===== src/logic/ppei_pkg.sv =====
package ppei_pkg;
  // ----------------------------------------
  // Register map (word index, byte address = 4 * index)
  // ----------------------------------------
  localparam logic [7:0] IDX_FIRST_FLAGS = 8'h89;
  localparam logic [7:0] IDX_SECOND_FLAGS = 8'h8A;
  localparam logic [7:0] IDX_THIRD_FLAGS = 8'h8B;
  localparam logic [7:0] IDX_CONTROL = 8'h8C;
  localparam logic [7:0] IDX_SECOND_MASK = 8'h8D;
  localparam logic [7:0] IDX_IRQ_STATUS = 8'h90;
  localparam logic [7:0] IDX_IRQ_MASK = 8'h91;
  // ----------------------------------------
  // Control fields
  // ----------------------------------------
  localparam int BIT_FIRST_EDGE = 0;
  localparam int BIT_SECOND_EDGE = 1;
  localparam int BIT_THIRD_EDGE = 2;
  localparam int BIT_FIRST_LO_EN = 3;
  localparam int BIT_FIRST_HI_EN = 4;
  localparam int BIT_THIRD_EN = 5;
  localparam logic [7:0] CONTROL_WMASK = 8'h7F;
  localparam logic [7:0] THIRD_FLAG_MASK = 8'h1F;
  localparam logic [7:0] RESET_BYTE = 8'h00;
  localparam logic [2:0] RESET_IRQ = 3'h0;
endpackage : ppei_pkg


===== src/logic/ppei_port_if.sv =====
`timescale 1ns/100ps
interface ppei_port_if;
  logic [7:0] pins;
  logic falling;
  logic [7:0] enable;
  logic [7:0] hits;
  modport det (input pins, input falling, input enable, output hits);
  modport ctl (output pins, output falling, output enable, input hits);
endinterface : ppei_port_if


===== src/logic/ppei_edge_det.sv =====
`timescale 1ns/100ps
module ppei_edge_det
  import ppei_pkg::*;
(
  input wire logic clk, // System clock
  input wire logic rst_b, // Sync reset
  ppei_port_if.det port // Pins, edge select, enables, hits
);
  logic [7:0] last;

  always_ff @(posedge clk) begin
    if (!rst_b) begin
      last <= RESET_BYTE;
    end else begin
      last <= port.pins;
    end
  end

  // Selected edge, gated by enables
  assign port.hits = (port.falling ? (last & ~port.pins) : (~last & port.pins)) & port.enable;
endmodule : ppei_edge_det


===== src/logic/ppei_top.sv =====
`timescale 1ns/100ps
module ppei_top
  import ppei_pkg::*;
(
  input wire logic clk, // System clock 25 MHz
  input wire logic rst_b, // Sync reset, active low
  input wire logic [9:0] avs_address, // Word address
  input wire logic avs_read, // Read strobe
  input wire logic avs_write, // Write strobe
  input wire logic [31:0] avs_writedata, // Write data
  input wire logic [3:0] avs_byteenable, // Byte lanes
  output logic [31:0] avs_readdata, // Read data
  output logic avs_waitrequest, // Stall
  input wire logic [7:0] first_port_pins, // Port 0 inputs
  input wire logic [7:0] second_port_pins, // Port 1 inputs
  input wire logic [4:0] third_port_pins, // Port 2 inputs
  output logic first_port_irq, // Port 0 request
  output logic second_port_irq, // Port 1 request
  output logic third_port_irq, // Port 2 request
  output logic irq // Masked summary interrupt
);
  logic [7:0] port_interrupt_control;
  logic [7:0] second_port_pin_interrupt_mask;
  logic [7:0] first_port_pending_flags;
  logic [7:0] second_port_pending_flags;
  logic [7:0] third_port_pending_flags;
  logic [2:0] irq_status;
  logic [2:0] irq_mask;
  logic done;
  logic [7:0] next_rdata;

  ppei_port_if p0 ();
  ppei_port_if p1 ();
  ppei_port_if p2 ();

  // ----------------------------------------
  // Edge detection
  // ----------------------------------------
  assign p0.pins = first_port_pins;
  assign p1.pins = second_port_pins;
  assign p2.pins = {3'h0, third_port_pins};
  assign p0.falling = port_interrupt_control[BIT_FIRST_EDGE];
  assign p1.falling = port_interrupt_control[BIT_SECOND_EDGE];
  assign p2.falling = port_interrupt_control[BIT_THIRD_EDGE];
  assign p0.enable = {{4{port_interrupt_control[BIT_FIRST_HI_EN]}},
                      {4{port_interrupt_control[BIT_FIRST_LO_EN]}}};
  assign p1.enable = second_port_pin_interrupt_mask;
  assign p2.enable = {8{port_interrupt_control[BIT_THIRD_EN]}} & THIRD_FLAG_MASK;

  ppei_edge_det u_det0 (.clk(clk), .rst_b(rst_b), .port(p0.det));
  ppei_edge_det u_det1 (.clk(clk), .rst_b(rst_b), .port(p1.det));
  ppei_edge_det u_det2 (.clk(clk), .rst_b(rst_b), .port(p2.det));

  // ----------------------------------------
  // Bus access
  // ----------------------------------------
  function automatic logic hit(input logic [9:0] a, input logic [7:0] idx);
    return a == {2'h0, idx};
  endfunction : hit

  logic wr_lane0;
  assign wr_lane0 = avs_write && !done && avs_byteenable[0];

  // One wait state per access, answer on second cycle
  always_ff @(posedge clk) begin
    if (!rst_b) begin
      done <= 1'b0;
    end else begin
      done <= (avs_read || avs_write) && !done;
    end
  end

  // Stall kept in its own flop, the inverse of done, so the output is registered
  always_ff @(posedge clk) begin
    if (!rst_b) begin
      avs_waitrequest <= 1'b1;
    end else begin
      avs_waitrequest <= !((avs_read || avs_write) && !done);
    end
  end

  always_ff @(posedge clk) begin
    if (!rst_b) begin
      port_interrupt_control <= RESET_BYTE;
      second_port_pin_interrupt_mask <= RESET_BYTE;
      irq_mask <= RESET_IRQ;
    end else if (wr_lane0) begin
      if (hit(avs_address, IDX_CONTROL)) port_interrupt_control <= avs_writedata[7:0] & CONTROL_WMASK;
      if (hit(avs_address, IDX_SECOND_MASK)) second_port_pin_interrupt_mask <= avs_writedata[7:0];
      if (hit(avs_address, IDX_IRQ_MASK)) irq_mask <= avs_writedata[2:0];
    end
  end

  // ----------------------------------------
  // Pending flags: set wins over write-0 clear
  // ----------------------------------------
  function automatic logic [7:0] upd(input logic [7:0] cur, input logic [7:0] hits, input logic wr,
                                     input logic [7:0] wd);
    return (wr ? (cur & wd) : cur) | hits;
  endfunction : upd

  always_ff @(posedge clk) begin
    if (!rst_b) begin
      first_port_pending_flags <= RESET_BYTE;
      second_port_pending_flags <= RESET_BYTE;
      third_port_pending_flags <= RESET_BYTE;
    end else begin
      first_port_pending_flags <= upd(first_port_pending_flags, p0.hits,
        wr_lane0 && hit(avs_address, IDX_FIRST_FLAGS), avs_writedata[7:0]);
      second_port_pending_flags <= upd(second_port_pending_flags, p1.hits,
        wr_lane0 && hit(avs_address, IDX_SECOND_FLAGS), avs_writedata[7:0]);
      third_port_pending_flags <= upd(third_port_pending_flags, p2.hits,
        wr_lane0 && hit(avs_address, IDX_THIRD_FLAGS), avs_writedata[7:0]) & THIRD_FLAG_MASK;
    end
  end

  // ----------------------------------------
  // Port requests and summary interrupt
  // ----------------------------------------
  logic [2:0] port_req;
  assign port_req = {|third_port_pending_flags, |second_port_pending_flags, |first_port_pending_flags};

  always_ff @(posedge clk) begin
    if (!rst_b) begin
      irq_status <= RESET_IRQ;
    end else if (wr_lane0 && hit(avs_address, IDX_IRQ_STATUS)) begin
      irq_status <= (irq_status & ~avs_writedata[2:0]) | port_req;
    end else begin
      irq_status <= irq_status | port_req;
    end
  end

  always_ff @(posedge clk) begin
    if (!rst_b) begin
      first_port_irq <= 1'b0;
      second_port_irq <= 1'b0;
      third_port_irq <= 1'b0;
      irq <= 1'b0;
    end else begin
      first_port_irq <= port_req[0];
      second_port_irq <= port_req[1];
      third_port_irq <= port_req[2];
      irq <= |(irq_status & irq_mask);
    end
  end

  // ----------------------------------------
  // Read data
  // ----------------------------------------
  always_comb begin
    next_rdata = 8'h00;
    if (hit(avs_address, IDX_FIRST_FLAGS)) next_rdata = first_port_pending_flags;
    if (hit(avs_address, IDX_SECOND_FLAGS)) next_rdata = second_port_pending_flags;
    if (hit(avs_address, IDX_THIRD_FLAGS)) next_rdata = third_port_pending_flags;
    if (hit(avs_address, IDX_CONTROL)) next_rdata = port_interrupt_control;
    if (hit(avs_address, IDX_SECOND_MASK)) next_rdata = second_port_pin_interrupt_mask;
    if (hit(avs_address, IDX_IRQ_STATUS)) next_rdata = {5'h00, irq_status};
    if (hit(avs_address, IDX_IRQ_MASK)) next_rdata = {5'h00, irq_mask};
  end

  always_ff @(posedge clk) begin
    if (!rst_b) begin
      avs_readdata <= 32'h00000000;
    end else if (avs_read && !done) begin
      avs_readdata <= {24'h000000, next_rdata};
    end
  end
endmodule : ppei_top


===== config.mk =====
export PLATFORM = sky130hd
export DESIGN_NAME = ppei_top
export DESIGN_NICKNAME = d
export VERILOG_FILES = /design/src/logic/ppei_pkg.sv /design/src/logic/ppei_port_if.sv /design/src/logic/ppei_edge_det.sv /design/src/logic/ppei_top.sv
export SDC_FILE = /design/constraint.sdc
export NUM_CORES = 1
export LEC_CHECK = 0
export BUFFER_PORTS_ARGS = -buffer_cell sky130_fd_sc_hd__buf_4
export CORE_UTILIZATION = 35
export DETAILED_ROUTE_END_ITERATION = 12
export MAX_ROUTING_LAYER = met4
export SLEW_MARGIN = 20
export SYNTH_ARGS = -nofsm -noshare
export SYNTH_HDL_FRONTEND = slang
export SYNTH_SLANG_ARGS = --single-unit

===== constraint.sdc =====
create_clock -name clk -period 2.8 [get_ports clk]
set_clock_uncertainty 0.05 [all_clocks]
set_input_delay 0.28 -clock clk [delete_from_list [all_inputs] [get_ports clk]]
set_output_delay 0.28 -clock clk [all_outputs]
set_load 0.02 [all_outputs]

[After elaboration in Yosys (flattened, before gate mapping)]
Cells that the tools add are included.
Cells by class
  div/mod/pow operators: 0
  magnitude comparators: 0
  reduce and logical (&&, ||, !) cells: 18
  $mul: 0
  shift operators: 0
  bitwise operators: 26
  mux-type cells: 14
  $add $sub $neg: 0
  equal/unequal tests: 7
Operator list (count)
  two-way mux 8 bit: 11
  == test 10 x 8 -> 1 bit, second input constant: 7
  AND 8 bit: 8
  inverter 8 bit: 4
  OR reduction 8 bit: 3
  AND 5 bit: 4
  bitwise OR 8 bit: 2
  two-way mux 5 bit: 2
  inverter 5 bit: 2
  logical AND 1 bit: 8
  AND 3 bit: 2
  bitwise OR 3 bit: 2
  AND reduction 2 bit: 3
  bitwise OR 5 bit: 1
  two-way mux 3 bit: 1
  inverter 3 bit: 1
  OR reduction 3 bit: 1
  logical NOT 1 bit: 2
  logical OR 1 bit: 1
Storage, ports and cells
  memories kept: 0
  bits in writable memories: 0
  output and inout port bits: 37
  latch bits: 0
  input port bits: 71
  ROM bits: 0
  flip-flop bits (word level): 77
  word-level logic and storage cells: 82

[Logic depth before layout (Yosys ltp)]
  depth in word-level cells: 8
  depth in mapped cells: 7
  gate-level depth less buffers: 5

[Hierarchy]
From an unflattened synthesis, not the netlist that was laid out.
Unflattened totals
  cells, all modules: 445
  area, all modules: 4018.9 µm²
Modules (own cells, without submodules)
  ppei_top: cells an instance 322, area an instance 2862.7 µm², sequential area each 1121.1 µm², instances 1
  ppei_edge_det: cells an instance 41, area an instance 385.4 µm², sequential area each 160.2 µm², instances 3

[Worst setup path before layout]
No wires, ideal clock.
  kind: input -> register
  start: in avs_address[5]
  end: reg avs_readdata[4]
  stages: 5
  arrival: 1476 ps
  library setup time: 91 ps
  setup slack: 1183 ps
  buffers on the path: 0
  cells stage by stage: or3b_4 > nor4_4 > o31a_1 > o221ai_1 > a311oi_1
On the way
  cells in the longest elaborated chain, start to end: 8
  elaborated cells on any way between the ends: 14
  those cells by class: eq/ne: 7; mux: 7
RTL lines
  start: declaration: line ppei_top.sv:7  | input wire logic [9:0] avs_address,
  == test 10 x 8 -> 1 bit: line ppei_top.sv:58  | return a == {2'h0, idx};
  two-way mux 8 bit: line ppei_top.sv:152  | if (hit(avs_address, IDX_FIRST_FLAGS)) next_rdata = first_port_pending_flags;
  two-way mux 8 bit: line ppei_top.sv:153  | if (hit(avs_address, IDX_SECOND_FLAGS)) next_rdata = second_port_pending_flags;
  two-way mux 8 bit: line ppei_top.sv:154  | if (hit(avs_address, IDX_THIRD_FLAGS)) next_rdata = third_port_pending_flags;
  two-way mux 8 bit: line ppei_top.sv:155  | if (hit(avs_address, IDX_CONTROL)) next_rdata = port_interrupt_control;
  two-way mux 8 bit: line ppei_top.sv:156  | if (hit(avs_address, IDX_SECOND_MASK)) next_rdata = second_port_pin_interrupt_mask;
  two-way mux 8 bit: line ppei_top.sv:157  | if (hit(avs_address, IDX_IRQ_STATUS)) next_rdata = {5'h00, irq_status};
  two-way mux 8 bit *: line ppei_top.sv:158  | if (hit(avs_address, IDX_IRQ_MASK)) next_rdata = {5'h00, irq_mask};
  end signal: assignment: line ppei_top.sv:165  | avs_readdata <= {24'h000000, next_rdata};
  end: declaration: line ppei_top.sv:12  | output logic [31:0] avs_readdata,
Every way passes the cells marked *; elsewhere a longest branch is shown, timed or not.
A chain may end at the register's enable or synchronous reset.

[Worst setup path in the final report]
  start: reg port_interrupt_control[0]
  end: reg avs_readdata[0]
On the way
  cells in the longest elaborated chain, start to end: 4
RTL lines
  start: declaration: line ppei_top.sv:22  | logic [7:0] port_interrupt_control;
  start signal: assignment: line ppei_top.sv:88  | if (hit(avs_address, IDX_CONTROL)) port_interrupt_control <= avs_writedata[7:0] & CONTROL_WMASK;
  two-way mux 8 bit: line ppei_top.sv:155
  two-way mux 8 bit: line ppei_top.sv:156
  two-way mux 8 bit: line ppei_top.sv:157
  two-way mux 8 bit: line ppei_top.sv:158
Every way passes these cells.

==> reports/qor_table.md <==
| Quantity | Value |
| --- | --- |
| Run status | finished, final reports clean |
| Initial cell density of the core | 0.363 |
| Worst hold path endpoint | u_det0.last[3] |
| TritonCTS clock tree | built |
| Worst-Margin Slew | 0.627 ns |
| Chip height | 106 um |
| Proportion of synthesized chip area in sequential cells | 0.407 |
| Most frequent cells after synthesis | 93 x nand2_1, 77 x dfxtp_1, 54 x o21ai_0, 31 x buf_4, 30 x a21boi_0 |
| Post-detail-place hpwl | 6.91 mm |
| Footprint of the flip-flops and latches | 0.00154 mm2 |
| Beginning of the worst register-to-register path | port_interrupt_control[0] |
| Root Driver | clkbuf_8 |
| R2R setup slack | 1.05 ns |
| Data required time of the worst path | 3.05 ns |
| Total of warnings raised by yosys | 0 |
| Clock Tree Buf Depth | 2 |
| Final estimated routing congestion in global placement | 0.913 |
| Wire length of the first global-routing pass | 16.0 mm |
| Dominant cells by area after synthesis | dfxtp_1 41%, nand2_1 9.2%, o21ai_0 7.1% |
| Max-slew headroom at the worst pin | 0.581 |
| Critical path launch point type | register |
| Aggregate negative setup slack | 0 ns |
| Overflow left after global routing | 0 |
| FF-to-FF path depth | 5 |
| Remaining DRCs | 0 |
| Post-CTS setup-driven buffer insertion count | 0 |
| Post-synth cell types | 51 |
| Maximum number of pins on one net before global-route repair | 73 |
| Startpoint of the lowest-slack hold path | first_port_pins[3] |
| Hold violation count in the final report | 0 |
| Total of buffers placed on input and output ports | 56 |
| Count of maximum capacitance violations | 0 |
| ANT cells | 0 |
| VDD IR-drop max | 258 uV |
| Violation count after the first detailed-routing iteration | 293 |
| Final worst slack | 1.05 ns |
| Area of combinational cells with multiple inputs | 0.00202 mm2 |
| Number of buffers created by CTS | 9 |
| CTS Hold Buffers Added | 0 |
| DR vias | 3324 |
| Overall die area | 0.0112 mm2 |
| Number of cells upsized or downsized after cts | 0 |
| Area share of the largest cell type after synthesis | 0.407 |
| Vias per inst | 5.10 |
| Share of cells above drive strength 1 | 0.172 |
| Worst setup timing slack at the placement stage | 0.774 ns |
| Min-delay worst type | input pin to register |
| Number of instances in the synthesized netlist | 466 |
| Number of I/O pins | 108 |
| Finished Core Util | 0.422 |
| Power per cell area | 508 mW/mm2 |
| Die width | 106 um |
| Routed wire per std cell | 14.8 um |
| Finish-stage setup viols | 0 |
| Summed instance area of the synthesized netlist | 0.00379 mm2 |
| Total Power Consumption | 2230 uW |
| Post-layout net count | 582 |
| Final min period | 1.75 ns |
| Final routed wirelength across all metal layers | 9.66 mm |
| Number of enable flip-flop cells after synthesis | 0 |
| Number of slew-limit violations in the final report | 0 |
| Count of H-tree levels built during CTS | 3 |
| Data arrival at the endpoint of the critical path | 2.00 ns |
| Worst setup path class | register to register |
| LEAKAGE | 0.00168 uW |
| Top achievable clock speed | 571 MHz |
| Area grow syn2layout | 16.1% |
| Initial antenna violation count | 0 |
| Insertion delay to the later sink of the worst-skew pair | 0.35 ns |
| Final critical-path share of the clock period | 0.626 |
| Synthesized area per cell | 8.12 um2 |
| Most numerous cell in the Yosys netlist | nand2_1 |
| Hold Path Cell Cnt | 2 |
| Endpoint class of the critical path | register |
| Top cell type by total area after synthesis | dfxtp_1 |
| Core box area | 0.0104 mm2 |
| Vias in the first global route | 3111 |
| Number of sinks on the clock net | 77 |
| Share of flip-flops with an asynchronous set or reset | 0 |
| Clock-pin slew on the worst setup and hold paths | 0.08 ns |
| Number of fill cells in the layout | 1051 |
| Number of synthesized register bits | 77 |
| 1st-pass router iterations | 5 |
| Overall track demand over capacity in global routing | 0.188 |
| Synth Flop Type | dfxtp_1 |
| Unrepaired setup endpoints after global routing | false |
| Worst flop-to-flop path endpoint | avs_readdata[0] |
| Maximum fanout encountered on the critical timing path | 18 |
| Antenna viol nets, final | 0 |
| Number of placement rows | 37 |
-- cells in the final DEF, fill, tap and decap left out, drive strengths merged, types with 2 or more instances in the layout --
| cell type | n |
|---|---|
| a211oi | 2 |
| a21boi | 32 |
| a21oi | 9 |
| a22o | 3 |
| a311oi | 2 |
| a31o | 3 |
| and2 | 22 |
| and3b | 2 |
| buf | 59 |
| clkbuf | 13 |
| conb | 24 |
| dfxtp | 77 |
| inv | 3 |
| mux2 | 2 |
| mux2i | 12 |
| nand2 | 93 |
| nand3 | 15 |
| nand4 | 3 |
| nor2 | 30 |
| nor2b | 17 |
| nor3 | 3 |
| nor3b | 3 |
| nor4 | 6 |
| o21ai | 54 |
| o221a | 2 |
| o221ai | 4 |
| o31a | 2 |
-- routing by layer --
metal | track usage | vias to the layer above | wire length (um)
li1 | - | 1650 | -
met1 | 0.254 | 1544 | 4770
met2 | 0.282 | 107 | 4240
met3 | 0.0270 | 23 | 417
met4 | 0.0764 | 0 | 231
met5 | - | - | 0
-- area by class of cell --
cell class | instances | share of cell area
clock inverter | 3 | 0.00968
sequential | 77 | 0.351
multi-input combinational | 361 | 0.459
clock buffer | 13 | 0.0384
tap | 136 | 0.0387
inverter | 3 | 0.00256
timing repair buffer | 59 | 0.101
-- flip-flops by register name, summed over array words and instances (netlist names), 3 cells and up --
| name | flops |
|---|---|
| irq_status | 3 |
| u_det0.last | 8 |
| first_port_pending_flags | 8 |
| p1.enable | 8 |
| second_port_pending_flags | 8 |
| avs_readdata | 8 |
| port_interrupt_control | 7 |
| third_port_pending_flags | 5 |
| u_det1.last | 8 |
| irq_mask | 3 |
| u_det2.last | 5 |
-- report_power, final --
part | internal, uW | switching [uW] | total, uW
sequential | 1110 | 9.57 | 1120
combinational | 85.7 | 134 | 220
clock | 484 | 406 | 890
-- worst max-delay path, stage by stage, from the launching register on --
cell,delay [ns]
dfxtp_1,0.69
nor2_1,0.17
a21oi_1,0.24
o2111ai_1,0.13
a221oi_1,0.31
a21o_1,0.11
-- metrics by stage --
stage	cells	instance area [um2]	hold slack, ns
after floorplan	489	3870	0.352
after detailed placement	636	4190	0.399
after global routing	652	4400	0.0873
after CTS	652	4400	0.0813
after global placement	636	4190	0.404
final	652	4400	0.0930
-- kinds of logic after synthesis --
logic type	Yosys count	share of synthesized area
DFF	77	0.407
buffers and inverters	51	0.0823
other	1	0.000990
muxes	14	0.0377
and+or+nand+nor	201	0.264
AOI/OAI and AO/OA	122	0.208
-- worst max-delay path by stage --
stage	depth (start not counted)	slack, ns	startpoint	end
floorplan	5	1.18	avs_address[5]	avs_readdata[4]
global placement	6	0.82	avs_address[0]	p1.enable[3]
detailed placement	6	0.77	avs_address[5]	first_port_pending_flags[0]
CTS	5	1.04	port_interrupt_control[0]	avs_readdata[0]
global route	4	0.93	done	second_port_pending_flags[6]
finish	5	1.05	port_interrupt_control[0]	avs_readdata[0]
Note: power is estimated with default switching activity, not from simulation.
